## src/nmpes_pkg.sv

```systemverilog
// package for the two-plane NAND program/erase/status host controller
// assumes a 32-bit APB register bus and an 8-bit asynchronous NAND port
package nmpes_pkg;

  // ------------------------------------------------------------
  // register map (byte addresses, one aligned word each)
  // ------------------------------------------------------------
  localparam logic [7:0] OFF_CTRL      = 8'h00;
  localparam logic [7:0] OFF_ADDR0     = 8'h04;
  localparam logic [7:0] OFF_ADDR1     = 8'h08;
  localparam logic [7:0] OFF_DATA      = 8'h0C;
  localparam logic [7:0] OFF_STAT      = 8'h10;
  localparam logic [7:0] OFF_IRQ_STAT  = 8'h14;
  localparam logic [7:0] OFF_IRQ_MASK  = 8'h18;
  localparam logic [7:0] OFF_POLL_MASK = 8'h1C;
  localparam logic [7:0] OFF_RES_MASK  = 8'h20;

  localparam logic [7:0] POLL_MASK_RST = 8'h40;
  localparam logic [7:0] RES_MASK_RST  = 8'h03;
  localparam int         CTRL_START    = 31;

  // ------------------------------------------------------------
  // flash command bytes
  // ------------------------------------------------------------
  localparam logic [7:0] FC_READ     = 8'h00;
  localparam logic [7:0] FC_PROG     = 8'h10;
  localparam logic [7:0] FC_DUMMY    = 8'h11;
  localparam logic [7:0] FC_ERASE    = 8'h60;
  localparam logic [7:0] FC_STATUS   = 8'h70;
  localparam logic [7:0] FC_STAT_C1  = 8'hF1;
  localparam logic [7:0] FC_STAT_C2  = 8'hF2;
  localparam logic [7:0] FC_PLANE2   = 8'h81;
  localparam logic [7:0] FC_COPYBACK = 8'h85;
  localparam logic [7:0] FC_ICB      = 8'h8C;
  localparam logic [7:0] FC_CONFIRM  = 8'hD0;
  localparam logic [7:0] FC_RESET    = 8'hFF;

  // status byte bit positions; fail = 1, ready = 1
  localparam int SB_CUR_FAIL  = 0;
  localparam int SB_PREV_FAIL = 1;
  localparam int SB_TRUE_RDY  = 5;
  localparam int SB_CACHE_RDY = 6;
  localparam int SB_NOT_WP    = 7;

  // irq bits
  localparam int IRQ_DONE    = 0;
  localparam int IRQ_REFUSED = 1;
  localparam int IRQ_TIMEOUT = 2;
  localparam int IRQ_FAIL    = 3;
  localparam int IRQ_W       = 4;

  // ------------------------------------------------------------
  // timing
  // ------------------------------------------------------------
  localparam int CLK_MHZ         = 10;
  localparam int PROGRAM_TIME_US = 10000;
  localparam int PROGRAM_TIME_CYC = PROGRAM_TIME_US * CLK_MHZ;
  localparam int RD_SETTLE       = 4;
  localparam int WB_SETTLE       = 4;
  localparam int ROW_W           = 24;
  localparam int PLANE_BIT_DEF   = 7;

  typedef enum logic [2:0] {
    OP_CMD    = 3'b000,
    OP_ADDR   = 3'b001,
    OP_WDATA  = 3'b010,
    OP_RDATA  = 3'b011,
    OP_WAITRB = 3'b100,
    OP_STATUS = 3'b101,
    OP_ERASE  = 3'b110,
    OP_ROWADR = 3'b111
  } nmpes_op_e;

  typedef enum logic [2:0] {
    K_CMD  = 3'b000,
    K_ADDR = 3'b001,
    K_WR   = 3'b010,
    K_RD   = 3'b011,
    K_RDST = 3'b100,
    K_WAIT = 3'b101,
    K_DONE = 3'b110
  } nmpes_kind_e;

  typedef struct packed {
    nmpes_kind_e kind;
    logic [7:0]  val;
  } nmpes_step_s;

  typedef struct packed {
    logic [1:0] stsel;
    logic       cache_status;
    logic       resume_read;
    logic       sel_plane2;
    logic       two_plane;
    nmpes_op_e  op;
  } nmpes_ctrl_s;

endpackage

```

## src/nmpes_host.sv

```systemverilog
// host controller for a two-plane NAND: erase, status poll, row setup, raw cycles
// assumes APB from software, flash pins asynchronous to ref_clk, rb high = ready
//
// Summary of operation
// - copy-back destination row must sit in the source row's plane.
// - after 11h only 70h, F1h, F2h, FFh until 81h.
// - intelligent copy-back: only status or reset between 11h and 8Ch.
// - two-plane cache: second row equals first with plane bit flipped.
// - erase is 60h plus three row cycles; page bits are ignored.
// - only D0h confirm starts the erase.
// - two-plane erase: two setups, one block per plane, one D0h.
// - status mode persists; 00h resumes array reading.
// - unused status bits are masked before evaluation.
`timescale 1ns/10ps
module nmpes_host import nmpes_pkg::*; #(
  parameter int PROGRAM_TIME_CYCLES = PROGRAM_TIME_CYC,
  parameter int PLANE_BIT           = PLANE_BIT_DEF,
  parameter int TMR_W               = 20
) (
  input  wire logic        ref_clk,
  input  wire logic        reset,
  input  wire logic        psel,
  input  wire logic        penable,
  input  wire logic        pwrite,
  input  wire logic [7:0]  paddr,
  input  wire logic [31:0] pwdata,
  output logic [31:0]      prdata,
  output logic             pready,
  output logic             pslverr,
  output logic             irq,
  output logic             ce_n,
  output logic             cle,
  output logic             ale,
  output logic             we_n,
  output logic             read_strobe_n,
  output logic [7:0]       io_out,
  output logic             io_oe,
  input  wire logic [7:0]  io_in,
  input  wire logic        rb
);

  if (PROGRAM_TIME_CYCLES < 1 || PROGRAM_TIME_CYCLES >= (1 << TMR_W))
    $error("PROGRAM_TIME_CYCLES does not fit the timer");
  if (PLANE_BIT < 0 || PLANE_BIT >= ROW_W)
    $error("PLANE_BIT outside the row address");

  // ------------------------------------------------------------
  // step table
  // ------------------------------------------------------------
  function automatic nmpes_step_s step_of(input nmpes_ctrl_s c, input logic [3:0] i,
                                          input logic [23:0] a0, input logic [23:0] a1,
                                          input logic [7:0] d);
    nmpes_step_s s;
    logic [7:0]  stc;
    s   = '{K_DONE, 8'h00};
    stc = (c.stsel == 2'b01) ? FC_STAT_C1 : (c.stsel == 2'b10) ? FC_STAT_C2 : FC_STATUS;
    unique case (c.op)
      OP_CMD:    if (i == 4'h0) s = '{K_CMD, d};
      OP_ADDR:   if (i == 4'h0) s = '{K_ADDR, d};
      OP_WDATA:  if (i == 4'h0) s = '{K_WR, d};
      OP_RDATA:  if (i == 4'h0) s = '{K_RD, 8'h00};
      OP_WAITRB: if (i == 4'h0) s = '{K_WAIT, 8'h00};
      OP_STATUS: begin
        if (i == 4'h0) s = '{K_CMD, stc};
        if (i == 4'h1) s = '{K_RDST, 8'h00};
        if (i == 4'h2 && c.resume_read) s = '{K_CMD, FC_READ};
      end
      OP_ERASE: begin
        unique case (i)
          4'h0, 4'h4: s = '{K_CMD, FC_ERASE};
          4'h1: s = '{K_ADDR, a0[7:0]};
          4'h2: s = '{K_ADDR, a0[15:8]};
          4'h3: s = '{K_ADDR, a0[23:16]};
          4'h5: s = '{K_ADDR, a1[7:0]};
          4'h6: s = '{K_ADDR, a1[15:8]};
          4'h7: s = '{K_ADDR, a1[23:16]};
          4'h8: s = '{K_CMD, FC_CONFIRM};
          4'h9: s = '{K_WAIT, 8'h00};
          4'hA: s = '{K_CMD, FC_STATUS};
          4'hB: s = '{K_RDST, 8'h00};
          default: s = '{K_DONE, 8'h00};
        endcase
      end
      OP_ROWADR: begin
        unique case (i)
          4'h0: s = '{K_CMD, c.sel_plane2 ? FC_PLANE2 : FC_COPYBACK};
          4'h1, 4'h2: s = '{K_ADDR, 8'h00};
          4'h3: s = '{K_ADDR, a1[7:0]};
          4'h4: s = '{K_ADDR, a1[15:8]};
          4'h5: s = '{K_ADDR, a1[23:16]};
          default: s = '{K_DONE, 8'h00};
        endcase
      end
    endcase
    return s;
  endfunction

  function automatic logic cmd_after_dummy_ok(input logic [7:0] b);
    return b == FC_STATUS || b == FC_STAT_C1 || b == FC_STAT_C2 || b == FC_RESET ||
           b == FC_PLANE2 || b == FC_ICB;
  endfunction

  // ------------------------------------------------------------
  // state
  // ------------------------------------------------------------
  typedef enum logic [2:0] {
    ST_IDLE    = 3'b000,
    ST_FETCH   = 3'b001,
    ST_SETUP   = 3'b010,
    ST_WE_LOW  = 3'b011,
    ST_WE_HIGH = 3'b100,
    ST_RD_LOW  = 3'b101,
    ST_WAIT_RB = 3'b110,
    ST_END     = 3'b111
  } nmpes_state_e;

  nmpes_state_e       state;
  nmpes_ctrl_s        ctrl;
  logic [23:0]        addr0;
  logic [23:0]        addr1;
  logic [7:0]         data;
  logic [7:0]         stbyte;
  logic [IRQ_W-1:0]   irq_stat;
  logic [IRQ_W-1:0]   irq_mask;
  logic [7:0]         poll_mask;
  logic [7:0]         res_mask;
  logic [3:0]         idx;
  logic [TMR_W-1:0]   tmr;
  logic               after_dummy;
  logic               cur_valid;
  logic               prev_valid;
  logic               cur_fail;
  logic               prev_fail;
  logic               last_cmd;
  logic [7:0]         io_s1, io_s2, io_s3;
  logic               rb_s1, rb_s2, rb_s3;
  logic               rb_level;

  // ------------------------------------------------------------
  // pin synchronisers
  // ------------------------------------------------------------
  always_ff @(posedge ref_clk or posedge reset) begin
    if (reset) begin
      {io_s1, io_s2, io_s3} <= '0;
      {rb_s1, rb_s2, rb_s3} <= 3'b000;
      rb_level              <= 1'b0;
    end else begin
      {io_s1, io_s2, io_s3} <= {io_in, io_s1, io_s2};
      {rb_s1, rb_s2, rb_s3} <= {rb, rb_s1, rb_s2};
      if (rb_s2 == rb_s3) rb_level <= rb_s3;
    end
  end

  wire io_stable = (io_s2 == io_s3);

  // ------------------------------------------------------------
  // apb decode
  // ------------------------------------------------------------
  wire access   = psel & penable & pready;
  wire wr       = access & pwrite;
  wire mapped   = paddr inside {OFF_CTRL, OFF_ADDR0, OFF_ADDR1, OFF_DATA, OFF_STAT,
                                OFF_IRQ_STAT, OFF_IRQ_MASK, OFF_POLL_MASK, OFF_RES_MASK};
  wire start    = wr & (paddr == OFF_CTRL) & pwdata[CTRL_START];
  wire idle     = (state == ST_IDLE);
  wire [31:0] stat_word = {16'h0000, stbyte, 1'b0, prev_fail, cur_fail, prev_valid,
                           cur_valid, after_dummy, rb_level, ~idle};
  wire [31:0] rd_mux =
      (paddr == OFF_CTRL)      ? {22'h000000, ctrl.stsel, 1'b0, ctrl[6:0]} :
      (paddr == OFF_ADDR0)     ? {8'h00, addr0} :
      (paddr == OFF_ADDR1)     ? {8'h00, addr1} :
      (paddr == OFF_DATA)      ? {24'h000000, data} :
      (paddr == OFF_STAT)      ? stat_word :
      (paddr == OFF_IRQ_STAT)  ? {28'h0000000, irq_stat} :
      (paddr == OFF_IRQ_MASK)  ? {28'h0000000, irq_mask} :
      (paddr == OFF_POLL_MASK) ? {24'h000000, poll_mask} :
      (paddr == OFF_RES_MASK)  ? {24'h000000, res_mask} : 32'h00000000;

  // ------------------------------------------------------------
  // start checks
  // ------------------------------------------------------------
  nmpes_ctrl_s new_ctrl;
  assign new_ctrl = nmpes_ctrl_s'({pwdata[9:8], pwdata[6:0]});
  wire [23:0] wa0 = addr0;
  wire [23:0] wa1 = addr1;
  wire same_plane = (wa0[PLANE_BIT] == wa1[PLANE_BIT]);
  wire [23:0] plane_flip = wa0 ^ (24'h000001 << PLANE_BIT);
  logic refuse;
  always_comb begin
    refuse = ~idle;
    unique case (new_ctrl.op)
      OP_CMD:    refuse = refuse | (after_dummy & ~cmd_after_dummy_ok(data));
      OP_ADDR, OP_WDATA, OP_RDATA: refuse = refuse | after_dummy;
      OP_ERASE:  refuse = refuse | after_dummy | (new_ctrl.two_plane & same_plane);
      OP_ROWADR: refuse = refuse | (new_ctrl.sel_plane2 ? (wa1 != plane_flip)
                                                        : (~same_plane | after_dummy));
      default:   refuse = refuse;
    endcase
  end

  // ------------------------------------------------------------
  // sequencer
  // ------------------------------------------------------------
  nmpes_step_s step;
  assign step = step_of(ctrl, idx, addr0, addr1, data);
  wire [7:0] st_live   = io_s3;
  wire poll_ready      = ((st_live & poll_mask) == poll_mask);
  wire tmr_out         = (tmr >= TMR_W'(PROGRAM_TIME_CYCLES));
  wire [3:0] idx_inc   = (ctrl.op == OP_ERASE && !ctrl.two_plane && idx == 4'h3) ?
                         4'h8 : idx + 4'h1;
  wire [7:0] st_masked = st_live & res_mask;
  wire cur_ok          = ctrl.cache_status ? st_live[SB_TRUE_RDY]
                                           : st_live[SB_CACHE_RDY];
  wire prev_ok         = ctrl.cache_status & st_live[SB_CACHE_RDY];

  logic [IRQ_W-1:0] ev;
  always_comb begin
    ev = '0;
    ev[IRQ_REFUSED] = start & refuse;
    ev[IRQ_DONE]    = (state == ST_END);
    ev[IRQ_TIMEOUT] = (state == ST_WAIT_RB || state == ST_RD_LOW) & tmr_out;
    ev[IRQ_FAIL]    = (state == ST_RD_LOW) & (step.kind == K_RDST) & io_stable &
                      (tmr >= TMR_W'(RD_SETTLE)) & poll_ready &
                      ((st_masked[SB_CUR_FAIL] & cur_ok) |
                       (st_masked[SB_PREV_FAIL] & prev_ok));
  end

  always_ff @(posedge ref_clk or posedge reset) begin
    if (reset) begin
      state <= ST_IDLE;
      ctrl  <= '{2'b00, 1'b0, 1'b0, 1'b0, 1'b0, OP_CMD};
      idx   <= 4'h0;
      tmr   <= '0;
      ce_n  <= 1'b1;
      cle   <= 1'b0;
      ale   <= 1'b0;
      we_n  <= 1'b1;
      read_strobe_n <= 1'b1;
      io_out <= 8'h00;
      io_oe  <= 1'b0;
      stbyte <= 8'h00;
      after_dummy <= 1'b0;
      last_cmd    <= 1'b0;
      {cur_valid, prev_valid, cur_fail, prev_fail} <= 4'b0000;
    end else begin
      unique case (state)
        ST_IDLE: if (start && !refuse) begin
          ctrl  <= new_ctrl;
          idx   <= 4'h0;
          ce_n  <= 1'b0;
          state <= ST_FETCH;
        end
        ST_FETCH: begin
          tmr <= '0;
          unique case (step.kind)
            K_CMD, K_ADDR, K_WR: begin
              cle    <= (step.kind == K_CMD);
              ale    <= (step.kind == K_ADDR);
              io_out <= step.val;
              io_oe  <= 1'b1;
              last_cmd <= (step.kind == K_CMD);
              state  <= ST_SETUP;
            end
            K_RD, K_RDST: begin
              read_strobe_n <= 1'b0;
              state <= ST_RD_LOW;
            end
            K_WAIT: state <= ST_WAIT_RB;
            default: state <= ST_END;
          endcase
        end
        ST_SETUP:  begin
          we_n  <= 1'b0;
          state <= ST_WE_LOW;
        end
        ST_WE_LOW: begin
          we_n  <= 1'b1;
          state <= ST_WE_HIGH;
        end
        ST_WE_HIGH: begin
          if (last_cmd && io_out == FC_DUMMY) after_dummy <= 1'b1;
          if (last_cmd && (io_out == FC_PLANE2 || io_out == FC_ICB || io_out == FC_RESET))
            after_dummy <= 1'b0;
          cle   <= 1'b0;
          ale   <= 1'b0;
          io_oe <= 1'b0;
          idx   <= idx_inc;
          state <= ST_FETCH;
        end
        ST_RD_LOW: begin
          tmr <= tmr + TMR_W'(1);
          if (tmr >= TMR_W'(RD_SETTLE) && io_stable) begin
            // strobe stays low while polling; the device keeps the byte live
            if (step.kind == K_RD || poll_ready) begin
              read_strobe_n <= 1'b1;
              idx   <= idx_inc;
              state <= ST_FETCH;
            end
            if (step.kind == K_RDST) begin
              stbyte     <= st_live;
              cur_valid  <= cur_ok;
              prev_valid <= prev_ok;
              cur_fail   <= st_masked[SB_CUR_FAIL] & cur_ok;
              prev_fail  <= st_masked[SB_PREV_FAIL] & prev_ok;
            end
          end
          if (tmr_out) begin
            read_strobe_n <= 1'b1;
            state <= ST_END;
          end
        end
        ST_WAIT_RB: begin
          tmr <= tmr + TMR_W'(1);
          // give the busy edge time to cross the synchroniser first
          if (tmr >= TMR_W'(WB_SETTLE) && rb_level) begin
            idx   <= idx_inc;
            state <= ST_FETCH;
          end else if (tmr_out) begin
            state <= ST_END;
          end
        end
        ST_END: begin
          ce_n  <= 1'b1;
          state <= ST_IDLE;
        end
      endcase
    end
  end

  // ------------------------------------------------------------
  // registers and bus answer
  // ------------------------------------------------------------
  wire [IRQ_W-1:0] irq_clr = (wr && paddr == OFF_IRQ_STAT) ? pwdata[IRQ_W-1:0] : '0;
  wire [IRQ_W-1:0] next_irq_stat = (irq_stat & ~irq_clr) | ev;

  always_ff @(posedge ref_clk or posedge reset) begin
    if (reset) begin
      addr0     <= '0;
      addr1     <= '0;
      data      <= 8'h00;
      irq_stat  <= '0;
      irq_mask  <= '0;
      poll_mask <= POLL_MASK_RST;
      res_mask  <= RES_MASK_RST;
      irq       <= 1'b0;
      pready    <= 1'b0;
      pslverr   <= 1'b0;
      prdata    <= 32'h00000000;
    end else begin
      irq_stat <= next_irq_stat;
      irq      <= |(next_irq_stat & irq_mask);
      pready   <= psel & penable & ~pready;
      pslverr  <= psel & penable & ~pready & ~mapped;
      prdata   <= (psel & penable & ~pready & ~pwrite) ? rd_mux : 32'h00000000;
      if (wr && idle) begin
        if (paddr == OFF_ADDR0) addr0 <= pwdata[23:0];
        if (paddr == OFF_ADDR1) addr1 <= pwdata[23:0];
        if (paddr == OFF_DATA)  data  <= pwdata[7:0];
      end
      if (wr && paddr == OFF_IRQ_MASK)  irq_mask  <= pwdata[IRQ_W-1:0];
      if (wr && paddr == OFF_POLL_MASK) poll_mask <= pwdata[7:0];
      if (wr && paddr == OFF_RES_MASK)  res_mask  <= pwdata[7:0];
      if (state == ST_RD_LOW && step.kind == K_RD && tmr >= TMR_W'(RD_SETTLE) && io_stable)
        data <= io_s3;
    end
  end

endmodule

```

## config.mk

```make
export PLATFORM = sky130hd
export DESIGN_NAME = nmpes_host
export DESIGN_NICKNAME = d
export VERILOG_FILES = /design/src/nmpes_pkg.sv /design/src/nmpes_host.sv
export SDC_FILE = /design/constraint.sdc
export NUM_CORES = 1
export LEC_CHECK = 0
export BUFFER_PORTS_ARGS = -buffer_cell sky130_fd_sc_hd__buf_2
export CAP_MARGIN = 20
export CORE_AREA = 4 4 156 158
export CTS_BUF_LIST = sky130_fd_sc_hd__clkbuf_4
export CTS_CLUSTER_DIAMETER = 100
export DETAILED_ROUTE_END_ITERATION = 6
export DIE_AREA = 0 0 160 162
export PLACE_DENSITY = 0.7
export SYNTH_ARGS = -nofsm -noshare
export SYNTH_HDL_FRONTEND = slang
export SYNTH_SLANG_ARGS = --single-unit
```

## constraint.sdc

```tcl
create_clock -name ref_clk -period 9.08 [get_ports ref_clk]
set_input_delay 1.816 -clock ref_clk [delete_from_list [all_inputs] [get_ports ref_clk]]
set_output_delay 1.816 -clock ref_clk [all_outputs]
set_load 0.02 [all_outputs]
```

==> metrics, run 1 <==
top-area cell type share of the netlist area=0.477; H-tree depth=4; Final Cycle Share=0.491; sequential fraction of the synthesis area=0.492; Cell Chain, Critical Path=buf_2 > or4_1 > nor3_2 > and3b_1 > nand2_1 > buf_4 > mux2_2; largest net degree at the start of global routing=136; cell depth of the worst setup path=7; Hold Buf Count CTS=0; Setup crit start=paddr[7]; Slowest cell on crit path=and3b_1; Sequential Power Share=0.569; WHS=0.351 ns; vias after detailed routing=8048; CTS max path bufs=2; synth warn=0; slew margin rel.=0.255; status=complete, no violations; DP Cell Count=1298; GRT Total Usage=0.213; EDFF count, synth=0; most common cell after layout, fill and taps aside=dfrtp_1; wire per inst=20.7 µm; Internal Power=0.00115 W; HPWL Detailed=19.7 mm; power share of the clock group=0.293; placer congestion estimate=0.933; area leader, netlist=dfrtp_1; post-route minimum period=4.46 ns; Top Usage Layer GRT=met2; Clock Skews=0.0200 ns; FFs w/ async S/R, synth=1.00; Slew Viols, Final=0; first-pass GRT wire length=44.0 mm; final number of setup-violating endpoints=0; Net Sw Power=0.000562 W; ys flop type=dfrtp_1; PortBufs=87; Max Fclk=0.224 GHz; Pwr Density=156 nW/µm²; Synth Register Bits=199; DR vias/cell=6.05; Post-DRT Antenna Nets=0; vias in the first global route=7977; R2R Path End=irq$_DFF_PP0_; non-filler instance count after layout=1331; CP endpoint=addr0[11]$_DFFE_PP0P_; met3 GRT Util=0.0396; crit path kind=in -> reg; Critical Path RT=9.58 ns; Final Hold Fails=0; post-route setup TNS=0 ns; die outline height=162 µm; met1 usage=0.296; Die Wd=160 µm; CTS sink count=199; max_cap viols=0; clock transition at the registers of the reported paths=0.18 ns; Clk Latency, worst-skew pair=0.61 ns; initial antenna violation count=1; P_leak=5.14 nW; nets=1089; number of DRC markers in iteration 0=904; DRT Pass-1 Iters=5; max incr delay on CP=0.97 ns; Area contributors post-synth=dfrtp_1 (48%), mux2_2 (8.0%), nand2_1 (3.4%); Area Overhead vs Synth=8.75%; Hold Crit Class=reg -> reg; unrepaired setup endpoints after global routing=no; synthesized area per cell=10.5 µm²; Crit. End Element=flip-flop; DRC violations left=0; Die Area=25900 µm²; I/O Pins=103; Placement Rows=56; core area=23100 µm²; critical-path maximum fanout=25; Synth Instances=967; synthesized area=10100 µm²; Crit path arrival time=4.96 ns; final wirelength=27.6 mm; # Post-CTS Setup Buffers=0; critical path buffer and inverter count=2; reg-to-reg slack, setup=4.95 ns; CTS tree=built; CTS buffer count=17; Initial Utilization=0.438; routing usage on met2=0.343; R2R depth=9; most frequent cells in the layout=dfrtp_1 (193), nand2_1 (91), buf_2 (87); Gates resized, CTS repair=0; post-synthesis cell type count=76; peak supply drop=0.101 mV; Comb power frac=0.137; CTS root buf=clkbuf_4; share of cells above drive strength 1=0.222; final global-route overflow total=0; critical path launch point type=input pin; slew of the pin with the lowest slew margin=1.12 ns; Sw Share=0.328; delay-heaviest family, CP=simple AND/OR/NAND/NOR gates; Crit Reg-Reg Startpoint=idx[0]$_DFFE_PP0P_
[worst register-to-register path, cell delays in order (launching register included)]
cell	delay, ns
dfrtp_1	0.50
inv_1	0.12
ha_1	0.57
nor3b_2	0.65
a21oi_1	0.18
a221o_1	0.38
a21oi_1	0.34
or4_1	0.78
nor3_1	0.16
a311o_1	0.33
[cells by family (layout without fill, tap and decap cells)]
family / Yosys count / count (layout) / synth area share
other: 1 / 9 / 0.000370
flip-flops: 199 / 199 / 0.492
AO/OA/AOI/OAI: 259 / 259 / 0.172
XOR/XNOR: 33 / 33 / 0.0285
buffers and inverters: 82 / 148 / 0.0387
adder cells (fa/ha/maj): 9 / 9 / 0.0109
AND/OR/NAND/NOR: 285 / 285 / 0.144
multiplexers: 99 / 99 / 0.112
[power groups by stage]
stage	combinational, W	clock [W]	sequential (W)
after floorplan	0.000183	0	0.000970
after global placement	0.000228	0	0.000990
after detailed placement	0.000232	0	0.000991
after CTS	0.000233	0.000514	0.000975
after global routing	0.000263	0.000550	0.000984
final	0.000236	0.000504	0.000977
[cell type report]
cell class,count,area (µm²)
fillers,2158,12100
flip-flops and latches,199,4990
multi-input cells,693,4780
repair buffers,92,473
well taps,290,363
clock inverters,15,181
clock buffers,17,128
inverters,24,97.6
diodes,1,2.50
[worst min path at each step]
| stage | end | startpoint | cells after the start |
|---|---|---|---|
| final | rb_s2$_DFF_PP0_ | rb_s1$_DFF_PP0_ | 0 |
| after global routing | rb_s2$_DFF_PP0_ | rb_s1$_DFF_PP0_ | 0 |
| after CTS | io_s2[3]$_DFF_PP0_ | io_s1[3]$_DFF_PP0_ | 0 |
| after detailed placement | io_s2[3]$_DFF_PP0_ | io_s1[3]$_DFF_PP0_ | 0 |
| after global placement | io_s2[3]$_DFF_PP0_ | io_s1[3]$_DFF_PP0_ | 0 |
| after floorplan | io_s2[0]$_DFF_PP0_ | io_s1[0]$_DFF_PP0_ | 0 |
[cell usage after synthesis (4+ instances only)]
cell type  count
a31o_2         4
a21o_1        19
nand2_1       91
nor3b_1        6
and3_1        11
nor3_2         4
nor3_1        16
o211ai_1       7
o22ai_1        5
a31oi_1        4
nand3_1       25
o21ai_0       56
nand4_1       11
nand2b_1       8
nor4_1        14
and2_1         8
nor2_1        50
a221o_1        6
nor2b_1        9
inv_1         24
a221oi_1       8
a32oi_1        6
a21oi_1       58
or4_1          5
clkbuf_1      39
o2bb2ai_1      4
ha_1           8
dfrtp_1      193
dfstp_2        6
xnor2_1       10
a222oi_1       5
or3_1          5
a211oi_1       6
nand3b_1       5
mux2i_1       14
mux2_4        11
mux2_2        72
a22o_1        13
a22oi_1       38
xor2_1        23
buf_4         11
[through the flow]
step	worst slack (ns)	area (µm²)	total power, W	util
after floorplan	1.85	10200	0.00115	-
after global placement	4.05	10700	0.00122	0.463
after detailed placement	4.05	10700	0.00122	0.463
after CTS	4.71	11000	0.00172	0.476
after global routing	4.54	11000	0.00180	0.476
final	4.62	11000	0.00172	0.476
[layer usage]
| layer | wire [µm] | share of wire | up-vias |
|---|---|---|---|
| met5 | 0 | 0 | - |
| met4 | 619 | 0.022 | 0 |
| met3 | 1960 | 0.071 | 62 |
| met2 | 13100 | 0.47 | 351 |
| met1 | 11900 | 0.43 | 3961 |
| li1 | - | - | 3674 |
[state kept, by name, summed over array words and instances (netlist names), 3 cells and up]
register	flops
io_out	8
io_s1	8
state	3
irq_mask	4
prdata	24
res_mask	8
poll_mask	8
irq_stat	4
ctrl	9
addr0	24
io_s3	8
idx	4
io_s2	8
data	8
tmr	20
addr1	24
stbyte	8
No activity file was read; power rests on OpenSTA's default activity.
==> inputs of run 2 (changes only) <==
ABC_AREA = 1   (was unset)
CORE_AREA = 4 4 157 159   (was 4 4 156 158)
DIE_AREA = 0 0 161 163   (was 0 0 160 162)
PLACE_DENSITY = 0.72   (was 0.7)
clock period = 3.9 ns   (was 9.08 ns; I/O delays follow)
==> metrics, run 2 <==
synth warn=0 (unchanged); area leader, netlist=dfrtp_1; Synth top cells by count=nand2_1 (343), dfrtp_1 (193), inv_1 (184), o21ai_0 (146), nor2_1 (72); DRT Pass-1 Iters=6 (+1); R2R depth=10 (+1); vias after detailed routing=9425 (+17%); CTS tree=built; synthesized area per cell=7.93 µm² (-24%); Crit. End Element=flip-flop; final global-route overflow total=0 (unchanged); Final Cycle Share=0.743; most frequent cells in the layout=nand2_1 (343), dfrtp_1 (193), inv_1 (183); Critical Path RT=4.43 ns (-5.15 ns); H-tree depth=4 (unchanged); CTS buffer count=17 (unchanged); Hold Path Depth=1 (+1); Post-DRT Antenna Nets=0 (unchanged); HPWL Detailed=22.8 mm (+16%); slew margin rel.=0.508 (+0.253); Gates resized, CTS repair=0 (unchanged); Die Area=26200 µm² (+1.2%); CTS root buf=clkbuf_4; Synth Register Bits=199 (unchanged); wire per inst=17.4 µm (-16%); I/O Pins=103 (unchanged); register area=4990 µm² (unchanged); share of cells above drive strength 1=0.128 (-0.0944); P_leak=5.49 nW (+6.9%); area of the multi-input gates=4450 µm² (-6.9%); CTS sink count=199 (unchanged); CTS max path bufs=2 (unchanged); core area=23300 µm² (+0.61%); EDFF count, synth=0 (unchanged); Area Overhead vs Synth=10.4%; PortBufs=87 (unchanged); Crit Reg-Reg Startpoint=idx[3]$_DFFE_PP0P_; GRT Total Usage=0.232 (+0.0187); unrepaired setup endpoints after global routing=no; DR vias/cell=5.47 (-9.5%); clock transition at the registers of the reported paths=0.20 ns (+0.02 ns); critical-path maximum fanout=23 (-8.0%); Net Sw Power=0.00183 W (+230%); final wirelength=30.0 mm (+9.0%); Pwr Density=413 nW/µm² (+160%); DRC violations left=0 (unchanged); crit path kind=reg -> reg; status=complete, no violations; Hold Crit Class=in -> reg; post-synthesis cell type count=54 (-29%); Die Wd=161 µm (+0.63%); hold_sp=io_in[1]; placer congestion estimate=0.988 (+5.9%); hold endpoint=io_s1[1]$_DFF_PP0_; slew of the pin with the lowest slew margin=0.738 ns (-0.379 ns); Crit path arrival time=3.43 ns (-1.53 ns); Slew Viols, Final=0 (unchanged); Initial Utilization=0.444 (+0.00618); final number of setup-violating endpoints=0 (unchanged); peak supply drop=0.235 mV (+130%); Final Hold Fails=0 (unchanged); nets=1451 (+33%); post-route setup TNS=0 ns (unchanged); Placement Rows=56 (unchanged); Clk Latency, worst-skew pair=0.62 ns (about the same); power share of the clock group=0.250 (-0.043); Clock Skews=0.0292 ns (+0.00927 ns); post-route minimum period=2.90 ns; count leader, synth=nand2_1; number of DRC markers in iteration 0=888 (-1.8%); ys flop type=dfrtp_1; FFs w/ async S/R, synth=1.00 (unchanged); R2R Path End=prev_valid$_DFFE_PP0P_; initial antenna violation count=1 (unchanged); Area contributors post-synth=dfrtp_1 (47%), nand2_1 (12%), o21ai_0 (7.1%); Comb power frac=0.260 (+0.123); critical path launch point type=flip-flop; most common cell after layout, fill and taps aside=nand2_1; max_cap viols=0 (unchanged); Internal Power=0.00287 W (+150%); synthesized area=10300 µm² (+2.0%); top-area cell type share of the netlist area=0.467 (-0.00947); # fillers=2360 (+9.4%); Sequential Power Share=0.490 (-0.079); Max Fclk=0.345 GHz; sequential fraction of the synthesis area=0.483 (-0.00978); Synth Instances=1303 (+35%); die outline height=163 µm (+0.62%); vias in the first global route=8831 (+11%); Largest regs=addr0: 24 flops, addr1: 24 flops, prdata: 24 flops; reg-to-reg slack, setup=1.00 ns (-3.95 ns); largest net degree at the start of global routing=135 (-0.74%); Sw Share=0.389 (+0.0617); first-pass GRT wire length=47.8 mm (+8.6%); Core Util, Final=0.490 (+0.0141)
run 2: worst max-delay path by stage:
stage / from / end
2_1_floorplan: reset / addr0[0]$_DFFE_PP0P_
3_3_place_gp: psel / prdata[15]$_DFF_PP0_
3_5_place_dp: psel / prdata[15]$_DFF_PP0_
4_1_cts: idx[3]$_DFFE_PP0P_ / prev_valid$_DFFE_PP0P_
5_1_grt: idx[3]$_DFFE_PP0P_ / prev_valid$_DFFE_PP0P_
6_report: idx[3]$_DFFE_PP0P_ / prev_valid$_DFFE_PP0P_
run 2: repair_timing:
action | 4_1_cts | 5_1_grt
buffers inserted | 0 | 0
hold buffers | 1 | 0
endpoints found under the hold margin | 5 | 0
run 2: cells by family after synthesis:
group,Yosys count,synth area share
compound gates,313,0.180
xor+xnor,12,0.0102
fa+ha+maj,9,0.0107
buf+inv,228,0.0891
flops,199,0.483
mux,2,0.00194
other cells,1,0.000363
simple gates,539,0.225
run 2: metal layers:
metal / vias to the layer above / routed length (µm) / part of all wire / GRT usage
li1: 4463 / - / - / -
met1: 4494 / 13000 / 0.43 / 0.318
met2: 404 / 13800 / 0.46 / 0.371
met3: 64 / 2140 / 0.071 / 0.0362
met4: 0 / 1060 / 0.035 / 0.0931
met5: - / 0 / 0 / 0
run 2: worst max-delay path: stages (launching register included):
cell and delay [ns]:
dfrtp_1 0.69, nor2_4 0.16, nand2_1 0.49, nand3_2 0.15
nor2_1 0.14, nand2_2 0.07, nand2_1 0.15, nand3_2 0.13
nor2_4 0.19, nand2_2 0.34, o31ai_1 0.32
run 2: area by class of cell:
class / instances / area share
clock buffers: 17 / 0.0112
flip-flops and latches: 199 / 0.437
repair buffers: 97 / 0.0461
diodes: 1 / 0.000219
clock inverters: 15 / 0.0169
multi-input cells: 883 / 0.390
well taps: 319 / 0.0350
inverters: 191 / 0.0633
run 2: power groups by stage:
stage | combinational [W] | clock [W] | sequential [W]
global placement | 0.00120 | 0 | 0.00234
finish | 0.00122 | 0.00118 | 0.00231
CTS | 0.00122 | 0.00121 | 0.00231
floorplan | 0.000815 | 0 | 0.00240
global route | 0.00136 | 0.00129 | 0.00233
detailed placement | 0.00122 | 0 | 0.00235
run 2: per-stage QoR:
step | instance area [µm²] | instances | power [W] | hold WS (ns) | setup WS (ns)
after floorplan | 10400 | 1310 | 0.00321 | 0.331 | 0.551
after global placement | 11100 | 1688 | 0.00354 | 0.332 | 1.04
after detailed placement | 11100 | 1688 | 0.00356 | 0.335 | 0.933
after CTS | 11400 | 1721 | 0.00473 | 0.203 | 1.02
after global routing | 11400 | 1722 | 0.00498 | 0.180 | 0.859
final | 11400 | 1722 | 0.00471 | 0.237 | 1.00
==> inputs of run 3 (changes only) <==
ABC_AREA = 0   (was 1)
CORE_AREA = 4 4 156 158   (was 4 4 157 159)
DIE_AREA = 0 0 160 162   (was 0 0 161 163)
clock period = 2.6 ns   (was 3.9 ns; I/O delays follow)
==> metrics, run 3 (same netlist as run 1, synthesis figures left out) <==
status=finished with violations; violated checks=setup timing; initial antenna violation count=2 (+1); R2R depth=9 (-1); CTS buffer count=17 (unchanged); max_cap viols=0 (unchanged); post-route minimum period=2.87 ns (-0.0337 ns); die outline height=162 µm (-0.61%); CTS root buf=clkbuf_4; P_leak=5.95 nW (+8.4%); Final Cycle Share=1.10 (+0.359); Core Util, Final=0.543 (+0.0529); Max Fclk=0.349 GHz (+1.2%); H-tree depth=4 (unchanged); Hold Crit Class=in -> reg; number of DRC markers in iteration 0=1009 (+14%); clock transition at the registers of the reported paths=0.18 ns (-0.02 ns); CTS sink count=199 (unchanged); Slowest cell on crit path=or4_4; wire per inst=19.7 µm (+13%); CTS tree=built; most common cell after layout, fill and taps aside=dfrtp_1; final number of setup-violating endpoints=28 (+28); Cell Chain, Critical Path=inv_2 > ha_4 > nor4_4 > nor3_1 > or4_4 > or2_1 > or4_4 > buf_12 > mux2_4; setup ws final=-0.265 ns (-1.27 ns); slew margin rel.=0.521 (+0.0133); critical path launch point type=flip-flop; largest net degree at the start of global routing=51 (-62%); slew of the pin with the lowest slew margin=0.716 ns (-0.0214 ns); Placement Rows=56 (unchanged); vias after detailed routing=8613 (-8.6%); GRT Total Usage=0.226 (-0.00603); Placed Instance Area=11900 µm² (+7.8%); CTS max path bufs=2 (unchanged); Area Overhead vs Synth=24.0%; most frequent cells in the layout=dfrtp_1 (191), buf_4 (116), nand2_1 (89); Die Wd=160 µm (-0.62%); Clock Skews=0.0250 ns (-0.00419 ns); final global-route overflow total=0 (unchanged); DRT Pass-1 Iters=6 (unchanged); DRC violations left=0 (unchanged); peak supply drop=0.333 mV (+42%); nets=1229 (-15%); Slew Viols, Final=0 (unchanged); Largest regs=addr0: 24 flops, addr1: 24 flops, prdata: 24 flops; share of cells above drive strength 1=0.335 (+0.207); Clk Latency, worst-skew pair=0.61 ns (about the same); HPWL Detailed=21.7 mm (-4.8%); crit path kind=reg -> reg; Final Hold Fails=0 (unchanged); Post-DRT Antenna Nets=0 (unchanged); final wirelength=29.1 mm (-3.3%); design area=12600 µm² (+10%); Pwr Density=505 nW/µm² (+22%); critical-path maximum fanout=15 (-35%); I/O Pins=103 (unchanged); max incr delay on CP=0.53 ns (-0.16 ns); core area=23100 µm² (-0.60%); Crit path arrival time=3.36 ns (-0.07 ns); Die Area=25900 µm² (-1.2%); most used cell, CP=or4_4; vias in the first global route=8473 (-4.1%); Initial Utilization=0.438 (-0.00618); PortBufs=87 (unchanged); Crit. End Element=flip-flop; Hold Path Depth=2 (+1); DR vias/cell=5.85 (+6.9%); placer congestion estimate=0.984 (-0.44%); first-pass GRT wire length=46.8 mm (-2.0%); unrepaired setup endpoints after global routing=yes; Tot Pwr=0.00635 W (+35%); Critical Path RT=3.10 ns (-1.33 ns); Post-Place Worst Slack=-0.321 ns (-1.25 ns)
==> run 3: worst paths after layout <==
kind                       slack [ns]                        to               start
min in group asynchronous        0.54     addr0[17]$_DFFE_PP0P_               reset
max                             -0.27      cur_fail$_DFFE_PP0P_  idx[0]$_DFFE_PP0P_
min reg2reg                      0.37           rb_s2$_DFF_PP0_     rb_s1$_DFF_PP0_
min                              0.14     addr1[23]$_DFFE_PP0P_          pwdata[23]
max in group asynchronous        1.30  poll_mask[6]$_DFFE_PP1P_               reset
max reg2reg                     -0.27      cur_fail$_DFFE_PP0P_  idx[0]$_DFFE_PP0P_
==> run 3: area by class of cell <==
class,instances,area (µm²)
repair buffers,232,1740
flip-flops and latches,199,4990
clock buffers,17,128
fillers,2021,10600
multi-input cells,693,5060
well taps,290,363
inverters,24,93.8
clock inverters,15,179
diodes,2,5.00
==> run 3: repair_timing <==
item | CTS | global route
setup buffers | 5 | 1
hold buffers | 10 | 0
cloned | 1 | 0
pin swaps | 9 | 2
endpoints found under the setup margin | 48 | 49
gates resized for setup | 20 | 16
hold endpoints to repair | 31 | 0
==> run 3: power breakdown <==
| group | internal, W | leakage (nW) | switching, W |
|---|---|---|---|
| logic | 0.000536 | 3.19 | 0.000702 |
| registers | 0.00322 | 2.61 | 0.000137 |
| clock network | 0.000534 | 0.154 | 0.00121 |
| total | 0.00429 | 5.95 | 0.00205 |
==> run 3: through the flow <==
| step | setup TNS, ns | hold WS, ns | instances |
|---|---|---|---|
| 2_1_floorplan | -100.38 | 0.331 | 974 |
| 3_3_place_gp | -11.61 | 0.331 | 1422 |
| 3_5_place_dp | -15.40 | 0.336 | 1422 |
| 4_1_cts | -4.70 | 0.114 | 1470 |
| 5_1_grt | -7.45 | 0.114 | 1472 |
| 6_report | -5.12 | 0.139 | 1472 |
==> run 3: layer usage <==
metal,track usage,share of wire,up-vias
li1,-,-,3954
met2,0.370,0.48,355
met5,0,0.00028,-
met1,0.307,0.43,4228
met3,0.0411,0.065,74
met4,0.0724,0.027,2
==> run 3: worst max-delay path, delay by kind of cell (launching register included) <==
kind | cells | cell delay, ns
adder cells (fa/ha/maj) | 1 | 0.17
buffers and inverters | 2 | 0.24
flip-flops | 1 | 0.47
multiplexers | 1 | 0.30
AND/OR/NAND/NOR | 5 | 1.54
